**config.mk**
```make
export PLATFORM = sky130hd
export DESIGN_NAME = pulse_counter
export DESIGN_NICKNAME = d
export VERILOG_FILES = /design/src/hdl/counter_pkg.sv /design/src/hdl/pulse_counter.sv /design/src/hdl/pin_sync.sv
export SDC_FILE = /design/constraint.sdc
export NUM_CORES = 1
export LEC_CHECK = 0
export ABC_CLOCK_PERIOD_IN_PS = 3500
export BUFFER_PORTS_ARGS = -buffer_cell sky130_fd_sc_hd__clkbuf_2
export CELL_PAD_IN_SITES_DETAIL_PLACEMENT = 1
export CELL_PAD_IN_SITES_GLOBAL_PLACEMENT = 2
export CORE_MARGIN = 8
export CORE_UTILIZATION = 39
export DETAILED_ROUTE_END_ITERATION = 8
export PLACE_DENSITY_LB_ADDON = 0.1
export SLEW_MARGIN = 20
export SYNTH_ARGS = -nofsm -noshare
export SYNTH_HDL_FRONTEND = slang
export SYNTH_SLANG_ARGS = --single-unit
```
**constraint.sdc**
```tcl
create_clock -name pclk -period 3.5 [get_ports pclk]
set_input_delay 0.875 -clock pclk [delete_from_list [all_inputs] [get_ports pclk]]
set_output_delay 0.875 -clock pclk [all_outputs]
set_load 0.01 [all_outputs]
```
**src/hdl/counter_pkg.sv**
```systemverilog
// counter_pkg: register map, field layout, reset values and bus carriers
// for the pulse counter with compare output.
// assumes a 32-bit apb slave and a single 50 MHz clock.

package counter_pkg;

    // ------------------------------------------------------------------
    // register offsets (byte addresses)
    // ------------------------------------------------------------------
    localparam logic [7:0] OFF_CTRL    = 8'h00; // enables, mode, load
    localparam logic [7:0] OFF_ON_THR  = 8'h04; // switch-on threshold
    localparam logic [7:0] OFF_OFF_THR = 8'h08; // switch-off threshold
    localparam logic [7:0] OFF_PRELOAD = 8'h0c; // value for load strobe
    localparam logic [7:0] OFF_LIMIT   = 8'h10; // wrap limit
    localparam logic [7:0] OFF_COUNT   = 8'h14; // counter value, read only
    localparam logic [7:0] OFF_STATUS  = 8'h18; // flags, read only

    // ------------------------------------------------------------------
    // control field positions
    // ------------------------------------------------------------------
    localparam int CTRL_CMP_EN  = 0;  // compare output enable
    localparam int CTRL_OUT2    = 1;  // output 2 level
    localparam int CTRL_WRAP_EN = 2;  // limit wrap enable
    localparam int CTRL_MODE_LO = 4;  // counting mode, two bits
    localparam int CTRL_LOAD    = 8;  // load strobe, write one, reads zero

    // status field positions
    localparam int STAT_OVF  = 0;     // overflow flag
    localparam int STAT_UNF  = 1;     // underflow flag
    localparam int STAT_OUT1 = 2;     // output 1 level
    localparam int STAT_OUT2 = 3;     // output 2 level

    // ------------------------------------------------------------------
    // reset values and counter constants
    // ------------------------------------------------------------------
    localparam logic [31:0] RST_WORD    = 32'h0000_0000;
    localparam logic [31:0] CNT_MAX     = 32'hffff_ffff;
    localparam logic [31:0] FLAG_CLR_UP = 32'h0000_4000;
    localparam logic [31:0] FLAG_CLR_DN = 32'hffff_c000;

    // counting modes
    typedef enum logic [1:0] {
        MODE_EXT  = 2'h0,             // direction from input 2
        MODE_UP   = 2'h1,             // up only
        MODE_DOWN = 2'h2              // down only
    } mode_e;

    // apb request and answer carriers
    typedef struct packed {
        logic        psel;
        logic        penable;
        logic        pwrite;
        logic [7:0]  paddr;
        logic [31:0] pwdata;
    } apb_req_s;

    typedef struct packed {
        logic        pready;
        logic        pslverr;
        logic [31:0] prdata;
    } apb_rsp_s;

endpackage

```
**src/hdl/pulse_counter.sv**
```systemverilog
// pulse_counter: 32-bit pulse counter with compare output, preload,
// limit wrap and overflow/underflow flags behind an apb slave.
// assumes count and direction pins asynchronous to pclk, pclk 50 MHz.
//
// Overview of operation
// - output 1 on when count reaches on threshold
// - output 1 off when count reaches off threshold
// - downward, below on threshold turns output off
// - output 2 follows software bit only
// - no compare switching while enable is false
// - enabling switches output at once if met
// - threshold change acts without waiting for counts
// - load strobe copies preload into counter
// - wrap enabled, up: limit goes to zero
// - wrap enabled, down: zero reloads limit
// - unsigned 32-bit count wraps at both ends
// - wrap sets flag; fixed values clear flags
// - limit acts only while wrap enable true
// - up/down mode: input 2 high counts up
// - exactly one of three counting modes; mode code 3 counts nothing
//
// Added by the designer: register access over APB and the address map.
`timescale 1ns/1ps
`default_nettype none

module pulse_counter
    import counter_pkg::*;
(
    input  wire logic     pclk,
    input  wire logic     presetn,
    input  wire apb_req_s apb_req,
    output apb_rsp_s      apb_rsp,
    input  wire logic     cnt_pin,
    input  wire logic     dir_pin,
    output logic          out1,
    output logic          out2
);

    // ------------------------------------------------------------------
    // state
    // ------------------------------------------------------------------
    typedef struct packed {
        logic [31:0] count;           // counter value
        logic        ovf;             // overflow flag
        logic        unf;             // underflow flag
        logic        out1;            // compare output
        logic        out2;            // software output
        logic        cmp_en;          // compare output enable
        logic        wrap_en;         // limit wrap enable
        logic [1:0]  mode;            // counting mode
        logic        load_pend;       // load strobe seen last cycle
        logic [31:0] on_thr;          // switch-on threshold
        logic [31:0] off_thr;         // switch-off threshold
        logic [31:0] preload;         // value for load strobe
        logic [31:0] limit;           // wrap limit
        logic [31:0] rdata;           // read data for access phase
    } state_s;

    state_s s_reg;                    // registered state
    state_s s_next;                   // next state

    logic [1:0]  pin_level;           // synchronised pin levels
    logic [1:0]  pin_rise;            // rising edges of pins
    logic        step_up;             // count one up this cycle
    logic        step_dn;             // count one down this cycle
    logic        cmp_active;          // compare says output on
    logic        wr_acc;              // apb write access phase
    logic        rd_setup;            // apb read setup phase
    logic        addr_ok;             // address is mapped
    logic [31:0] ctrl_word;           // control register image
    logic [31:0] stat_word;           // status register image

    // ------------------------------------------------------------------
    // pin synchronisers: bit 0 count pulse, bit 1 direction
    // ------------------------------------------------------------------
    pin_sync #(
        .WIDTH (2)
    ) u_sync (
        .pclk    (pclk),
        .presetn (presetn),
        .pin     ({dir_pin, cnt_pin}),
        .level   (pin_level),
        .rise    (pin_rise)
    );

    // ------------------------------------------------------------------
    // count direction decode
    // ------------------------------------------------------------------
    // a pulse is a rising edge on the count pin; illegal mode code counts
    // nothing, so only one mode is ever in force
    always_comb begin
        step_up = 1'b0;
        step_dn = 1'b0;
        unique case (s_reg.mode)
            MODE_EXT: begin
                step_up = pin_rise[0] & pin_level[1];
                step_dn = pin_rise[0] & ~pin_level[1];
            end
            MODE_UP:   step_up = pin_rise[0];
            MODE_DOWN: step_dn = pin_rise[0];
            default: begin
                step_up = 1'b0;
                step_dn = 1'b0;
            end
        endcase
    end

    // ------------------------------------------------------------------
    // compare: level test on the registered count
    // ------------------------------------------------------------------
    // on from the on threshold up to the off threshold; with the off
    // threshold below the on threshold the output stays on above on.
    // equal thresholds keep the output off.
    always_comb begin
        cmp_active = (s_reg.count >= s_reg.on_thr) &&
                     ((s_reg.count < s_reg.off_thr) ||
                      (s_reg.off_thr < s_reg.on_thr));
    end

    // ------------------------------------------------------------------
    // bus decode and register images
    // ------------------------------------------------------------------
    assign wr_acc   = apb_req.psel & apb_req.penable & apb_req.pwrite;
    assign rd_setup = apb_req.psel & ~apb_req.penable & ~apb_req.pwrite;

    always_comb begin
        ctrl_word = RST_WORD;
        ctrl_word[CTRL_CMP_EN]  = s_reg.cmp_en;
        ctrl_word[CTRL_OUT2]    = s_reg.out2;
        ctrl_word[CTRL_WRAP_EN] = s_reg.wrap_en;
        ctrl_word[CTRL_MODE_LO +: 2] = s_reg.mode;
        stat_word = RST_WORD;
        stat_word[STAT_OVF]  = s_reg.ovf;
        stat_word[STAT_UNF]  = s_reg.unf;
        stat_word[STAT_OUT1] = s_reg.out1;
        stat_word[STAT_OUT2] = s_reg.out2;
    end

    // mapped word addresses only
    always_comb begin
        unique case (apb_req.paddr)
            OFF_CTRL, OFF_ON_THR, OFF_OFF_THR, OFF_PRELOAD,
            OFF_LIMIT, OFF_COUNT, OFF_STATUS: addr_ok = 1'b1;
            default:                          addr_ok = 1'b0;
        endcase
    end

    // ------------------------------------------------------------------
    // next state
    // ------------------------------------------------------------------
    always_comb begin
        s_next = s_reg;
        s_next.load_pend = 1'b0;

        // register writes take effect at the end of the access phase
        if (wr_acc) begin
            unique case (apb_req.paddr)
                OFF_CTRL: begin
                    s_next.cmp_en  = apb_req.pwdata[CTRL_CMP_EN];
                    s_next.out2    = apb_req.pwdata[CTRL_OUT2];
                    s_next.wrap_en = apb_req.pwdata[CTRL_WRAP_EN];
                    s_next.mode    = apb_req.pwdata[CTRL_MODE_LO +: 2];
                    s_next.load_pend = apb_req.pwdata[CTRL_LOAD];
                end
                OFF_ON_THR:  s_next.on_thr  = apb_req.pwdata;
                OFF_OFF_THR: s_next.off_thr = apb_req.pwdata;
                OFF_PRELOAD: s_next.preload = apb_req.pwdata;
                OFF_LIMIT:   s_next.limit   = apb_req.pwdata;
                default: begin
                end
            endcase
        end

        // counter: load strobe wins over a pulse in the same cycle;
        // the preload register itself never touches the count
        if (s_reg.load_pend) begin
            s_next.count = s_reg.preload;
        end else if (step_up) begin
            if (s_reg.wrap_en && s_reg.count == s_reg.limit) begin
                s_next.count = RST_WORD;
                s_next.ovf   = 1'b1;
                s_next.unf   = 1'b0;
            end else if (s_reg.count == CNT_MAX) begin
                s_next.count = RST_WORD;
                s_next.ovf   = 1'b1;
                s_next.unf   = 1'b0;
            end else begin
                s_next.count = s_reg.count + 32'h0000_0001;
                if (s_next.count == FLAG_CLR_UP) begin
                    s_next.ovf = 1'b0;
                    s_next.unf = 1'b0;
                end
            end
        end else if (step_dn) begin
            if (s_reg.wrap_en && s_reg.count == RST_WORD) begin
                s_next.count = s_reg.limit;
                s_next.unf   = 1'b1;
                s_next.ovf   = 1'b0;
            end else if (s_reg.count == RST_WORD) begin
                s_next.count = CNT_MAX;
                s_next.unf   = 1'b1;
                s_next.ovf   = 1'b0;
            end else begin
                s_next.count = s_reg.count - 32'h0000_0001;
                if (s_next.count == FLAG_CLR_DN) begin
                    s_next.ovf = 1'b0;
                    s_next.unf = 1'b0;
                end
            end
        end

        // output 1 follows the compare every cycle while enabled, so an
        // enable or threshold change acts at once; disabled it holds
        if (s_reg.cmp_en) begin
            s_next.out1 = cmp_active;
        end else begin
            s_next.out1 = s_reg.out1;
        end

        // read data captured in the setup phase, ready in access phase
        if (rd_setup) begin
            unique case (apb_req.paddr)
                OFF_CTRL:    s_next.rdata = ctrl_word;
                OFF_ON_THR:  s_next.rdata = s_reg.on_thr;
                OFF_OFF_THR: s_next.rdata = s_reg.off_thr;
                OFF_PRELOAD: s_next.rdata = s_reg.preload;
                OFF_LIMIT:   s_next.rdata = s_reg.limit;
                OFF_COUNT:   s_next.rdata = s_reg.count;
                OFF_STATUS:  s_next.rdata = stat_word;
                default:     s_next.rdata = RST_WORD;
            endcase
        end
    end

    // ------------------------------------------------------------------
    // state register
    // ------------------------------------------------------------------
    always_ff @(posedge pclk or negedge presetn) begin
        if (!presetn) begin
            s_reg <= '0;
        end else begin
            s_reg <= s_next;
        end
    end

    // ------------------------------------------------------------------
    // outputs
    // ------------------------------------------------------------------
    // zero wait states: ready in every access phase, error on unmapped
    assign apb_rsp.pready  = 1'b1;
    assign apb_rsp.pslverr = apb_req.psel & apb_req.penable & ~addr_ok;
    assign apb_rsp.prdata  = s_reg.rdata;
    assign out1            = s_reg.out1;
    assign out2            = s_reg.out2;
endmodule

`default_nettype wire

```
**src/hdl/pin_sync.sv**
```systemverilog
// pin_sync: two-stage synchroniser per input pin plus rising edge pulse.
// assumes pins are asynchronous to pclk and change slower than pclk.
`timescale 1ns/1ps
`default_nettype none

module pin_sync #(
    parameter int WIDTH = 2
) (
    input  wire logic             pclk,
    input  wire logic             presetn,
    input  wire logic [WIDTH-1:0] pin,
    output logic      [WIDTH-1:0] level,
    output logic      [WIDTH-1:0] rise
);

    // ------------------------------------------------------------------
    // per-pin synchroniser
    // ------------------------------------------------------------------
    genvar i;
    generate
        for (i = 0; i < WIDTH; i = i + 1) begin : g_pin
            logic meta_reg;           // first stage, read only by second
            logic sync_reg;           // second stage, safe level
            logic last_reg;           // previous safe level
            // shift the pin through three flops
            always_ff @(posedge pclk or negedge presetn) begin
                if (!presetn) begin
                    meta_reg <= 1'b0;
                    sync_reg <= 1'b0;
                    last_reg <= 1'b0;
                end else begin
                    meta_reg <= pin[i];
                    sync_reg <= meta_reg;
                    last_reg <= sync_reg;
                end
            end
            assign level[i] = sync_reg;
            assign rise[i]  = sync_reg & ~last_reg;
        end
    endgenerate

endmodule

`default_nettype wire

```
### Word-level counts from Yosys, hierarchy flattened

Index checks and enable logic that the tools add are counted.

| storage, ports and cells | value |
|---|---|
| register bits | 206 |
| input bits | 47 |
| output and inout bits | 36 |

| cells by class | value |
|---|---|
| equality and inequality tests | 13 |
| multiplexer cells | 19 |
| order comparisons | 3 |
| reductions and logical operators | 17 |
| add/subtract/negate cells | 2 |
| bitwise logic cells | 14 |

Operator list:

| kind | number |
|---|---|
| one-hot mux 32 bit (7 select lines) | 1 |
| 2-to-1 mux 34 bit | 6 |
| 2-to-1 mux 32 bit | 5 |
| 2-to-1 mux 129 bit | 1 |
| equality test 32 bit, second input constant | 2 |
| less-than comparator 32 bit | 2 |
| adder 32 x 1 -> 32 bit, second input constant | 1 |
| equality test 32 x 15 -> 1 bit, second input constant | 1 |
| equality test 32 bit | 1 |
| >= comparator 32 bit | 1 |
| logical NOT 32 bit | 1 |
| subtractor 32 x 1 -> 32 bit, second input constant | 1 |
| equality test 8 x 5 -> 1 bit, second input constant | 3 |
| equality test 8 x 4 -> 1 bit, second input constant | 2 |
| AND reduction 2 bit | 5 |
| bitwise AND 1 bit | 8 |
| equality test 8 x 3 -> 1 bit, second input constant | 1 |
| logical NOT 8 bit | 1 |
| OR reduction 7 bit | 1 |
| NOT 1 bit | 6 |
| 2-to-1 mux 2 bit | 2 |
| != test 4 x 1 -> 1 bit, second input constant | 1 |
| one-hot mux 1 bit (2 select lines) | 2 |
| AND reduction 4 bit | 1 |
| other kinds (9) | 12 |

### Logic depth before layout (Yosys ltp)

| logic depth | value |
|---|---|
| word-level depth | 8 |
| depth in mapped cells | 12 |
| gate-level depth less buffers | 10 |

### Modules after synthesis

Synthesis repeated with hierarchy kept, for this count alone.

| second synthesis, totals | value |
|---|---|
| cells, all modules | 1635 |
| area total of the unflattened synthesis | 14340.0 um^2 |

By module, submodules not included:

| module | instances | cells an instance | area an instance (um^2) | seq. area each (um^2) |
|---|---|---|---|---|
| pulse_counter | 1 | 1625 | 14147.3 | 5029.8 |
| pin_sync | 1 | 10 | 192.7 | 150.1 |

### Worst setup path after synthesis

OpenSTA, ideal clock, no wires.

| path | value |
|---|---|
| path type | register to register |
| from | register s_reg[172] (netlist bit) |
| to | register s_reg[167] (netlist bit) |
| stages on the path, launching flop included | 11 |
| setup slack | 0.416 ns |
| arrival | 2.963 ns |
| clock period less this slack | 3.084 ns |
| buffers on the path | 2 |
| cell sequence | dfrtp_1 -> buf_6 -> or4_1 -> buf_2 -> or2_1 -> or4_4 -> mux2_4 -> a2111oi_4 -> nand4_1 -> a32oi_1 -> nand2_1 |

| between the ends | value |
|---|---|
| longest elaborated chain between the ends | 5 |
| elaborated cells between the ends (all ways) | 18 |
| those cells by class | add/sub: 2; eq/ne: 5; mux: 6; reduce/logical: 5 |

RTL lines:

| what | RTL line | RTL |
|---|---|---|
| start: declaration | pulse_counter.sv:59 | `state_s s_reg;` |
| start signal: assignment | pulse_counter.sv:242 | `s_reg <= s_next;` |
| parallel branches: the longest is 5 deep, another holds adder 32 x 1 -> 32 bit | n/a |  |

Several ways; the timed one is not identified. The select of a mux whose other input is x is not followed.
A chain may end at the register's enable or synchronous reset.

### Worst setup path after layout

| path | value |
|---|---|
| from | register s_reg[179] (netlist bit) |
| to | register s_reg[195] (netlist bit) |

| between the ends | value |
|---|---|
| longest elaborated chain between the ends | 6 |
| elaborated cells between the ends (all ways) | 14 |
| those cells by class | add/sub: 2; eq/ne: 2; mux: 7; reduce/logical: 3 |

RTL lines:

| what | RTL line | RTL |
|---|---|---|
| subtractor 32 x 1 -> 32 bit or logical NOT 32 bit (tied branches) | pulse_counter.sv:204, pulse_counter.sv:195, pulse_counter.sv:199 |  |
| 2-to-1 mux 34 bit or logical AND 1 bit (tied branches) | pulse_counter.sv:199, pulse_counter.sv:195 |  |
| 2-to-1 mux 34 bit | pulse_counter.sv:195 | `if (s_reg.wrap_en && s_reg.count == RST_WORD) begin` |
| 2-to-1 mux 34 bit | pulse_counter.sv:194 | `end else if (step_dn) begin` |
| 2-to-1 mux 34 bit (*) | pulse_counter.sv:178 | `end else if (step_up) begin` |
| 2-to-1 mux 32 bit (*) | pulse_counter.sv:176 | `if (s_reg.load_pend) begin` |

Every way passes the cells marked *; elsewhere a longest branch is shown, timed or not. The select of a mux whose other input is x is not followed.

==> results.yml <==
run_status:
  outcome: "finished, final reports clean"
final_layout:
  drive_gt1_share_pct: 19.0
  final_area_mm2: 0.0165
  nNetsFinal: 1838
  antennaDiodeCount: 0
  largest_register_ffs: 163
  area_growth_pct: 15.3
  layout.cells.non_filler: 2178
place:
  routabilityCongestion: 0.958
  dpl.cell_count: 2133
  place_area_mm2: 0.0156
  place_hpwl_mm: 44.9
  port-buffer-count: 81
synth:
  yosysSeqAreaShare_pct: 36.1
  synth.distinct_cells: 76
  synthCells: 1622
  ys_top_cells_by_area: "dfrtp_1, ha_1, mux2_2"
  netlist.top_cell.by_area: "dfrtp_1"
  synth_edf_count: 0
  netlist_area_mm2: 0.0143
  synth_seq_cells: 206
  avgSynthCellArea_um2: 8.81
  synthArstFlopShare_pct: 100
  syn-num-nets: 1767
  synth_top_area_share_pct: 36.1
  yosysWarnings: 0
  ys.flop_type: "dfrtp_1"
sta:
  drv_slew: 0
  min_period_over_period_pct: 94.0
  whs_ns: 0.320
  finalSetupTns_ns: 0
  tightest_slew_ns: 1.07
  rsz0062_at_grt: "no"
  fin_skew_ns: 0.00729
  finalCriticalPeriod_ns: 3.29
  hold_violations: 0
  fmax_mhz: 304
  finalSetupViolCount: 0
  relSlewSlack_pct: 28.0
routing:
  detail_route.iter0.violations: 1159
  drtAntennaViolNets: 0
  vias: 13555
  dr.pass1.iters: 8
  avgRoutedWirePerCell_um: 27.9
  via_per_inst: 6.22
  wl_mm: 60.7
  drc: 0
worst_setup_path:
  cp_max_fo: 14
  critical_path_class: "register to register"
  worstPathRequired_ns: 3.96
  start_kind: "register"
  crit_path_end_kind: "register"
  cp.arrival_ns: 3.75
grt:
  grt_max_degree: 83
  grt_usage_pct: 27.7
  grt_antenna_before_repair: 0
  grt_pass1_wl_mm: 92.5
  overflow: 0
  grt_pass1_vias: 14293
floorplanning:
  die_area_mm2: 0.0430
  dieHeight_um: 207
  start_util_pct: 39.3
  rows: 70
  ioPinCount: 83
  coreArea_mm2: 0.0363
  die_w_um: 207
run:
  drv_cap: 0
clock_tree:
  hold_buffers: 0
  cts_buffer_depth: 3
  cts_tree: "built"
  cts_resized: 0
  postCtsSetupBuffers: 0
  cts_root_buffer: "clkbuf_16"
  cts_max_level: 1
  cts-buffers-inserted: 26
  clkTransAtPathRegs_ns: 0.06
  clk_latency_ns: 0.55
  cts.sinks: 206
power:
  leakagePower_nw: 7.59
  powerDensity_mw_per_mm2: 520
  ir_drop_uv: 326
  total_power_mw: 8.55
worst_hold_path:
  hold_class: "input port to asynchronous set/reset pin"
## path summary, 6_finish.rpt
kind	startpoint	to	slack, ns	depth (start not counted)
max reg2reg	s_reg[179]$_DFFE_PN0P_	s_reg[195]$_DFFE_PN0P_	0.21	9
max	s_reg[179]$_DFFE_PN0P_	s_reg[195]$_DFFE_PN0P_	0.21	9
min reg2reg	u_sync.g_pin[0].meta_reg$_DFF_PN0_	u_sync.g_pin[0].sync_reg$_DFF_PN0_	0.37	0
min in group pclk	u_sync.g_pin[0].meta_reg$_DFF_PN0_	u_sync.g_pin[0].sync_reg$_DFF_PN0_	0.37	0
min	presetn	apb_rsp[19]$_DFFE_PN0P_	0.32	1
max in group asynchronous	presetn	s_reg[90]$_DFFE_PN0P_	2.32	2
## worst max-delay path, stage by stage, from the launching register on
cell and delay, ns:
dfrtp_1 0.69, nand3_1 0.36, nor4_1 0.65, buf_4 0.29, nand3_1 0.14, or4_1 0.46
and2_1 0.21, o211ai_1 0.15, o21ai_0 0.10, o21ai_0 0.14
## placed cells by master (no fill, tap or decap), types with 40 or more instances in the layout
| master | instances |
|---|---|
| a21oi_1 | 45 |
| nor3_1 | 40 |
| buf_4 | 105 |
| inv_1 | 83 |
| nor4_1 | 41 |
| o21ai_0 | 135 |
| clkbuf_2 | 80 |
| ha_1 | 98 |
| nand2_1 | 159 |
| nor2_1 | 90 |
| dfrtp_1 | 205 |
| a31oi_1 | 42 |
| mux2_2 | 66 |
## cells by family (layout without fill, tap and decap cells)
family,count (synthesis),in the layout,synth area share [%]
and+or+nand+nor,506,506,17.6
AOI/OAI and AO/OA,433,433,20.5
buffers and inverters,236,324,7.14
DFF,206,206,36.1
adders and majority gates,98,98,8.58
muxes,75,75,5.90
xor gates and xnor gates,67,67,4.11
other,1,1,0.0263
## power breakdown
group / switching [mW] / internal [mW]
registers: 0.330 / 2.59
clock network: 1.07 / 1.66
logic: 1.81 / 1.10
total: 3.21 / 5.35
## cell type report
| type | count | area, µm² |
|---|---|---|
| Inverter | 84 | 315 |
| Multi-Input combinational cell | 1180 | 8160 |
| Sequential cell | 206 | 5160 |
| Tap cell | 468 | 586 |
| Fill cell | 4181 | 19900 |
| Clock buffer | 38 | 767 |
| Clock inverter | 7 | 92.6 |
| Timing Repair Buffer | 195 | 1380 |
## cell usage after synthesis, types with 7 or more instances
cell / n
dfrtp_1: 206
nand2_1: 159
o21ai_0: 135
clkbuf_1: 111
ha_1: 98
nor2_1: 93
inv_1: 83
mux2_2: 66
a21oi_1: 46
nor3_1: 44
a31oi_1: 42
nor4_1: 42
a21o_1: 37
nand3_1: 37
nand4_1: 37
xor2_1: 37
buf_4: 33
a22oi_1: 31
xnor2_1: 30
a222oi_1: 29
a221oi_1: 13
or3_1: 13
o211ai_1: 12
nand2b_1: 11
a211oi_1: 10
and3_1: 10
o31ai_1: 10
or4_1: 9
and2_1: 8
nor2b_1: 8
a22o_1: 7
nor3b_1: 7
## routing by layer
layer / track usage, % / routed length (µm) / vias up
met3: 3.62 / 3340 / 102
met2: 47.6 / 29500 / 413
li1: - / - / 6101
met5: 0 / 0 / -
met4: 8.01 / 1810 / 0
met1: 36.1 / 26100 / 6939
## metrics by stage
step | util (%) | setup WS [ns]
floorplan | - | 0.416
global placement | 42.9 | 0.388
detailed placement | 42.9 | 0.333
CTS | 45.3 | 0.290
global route | 45.3 | 0.122
finish | 45.3 | 0.211
(Power assumes the default switching activity.)
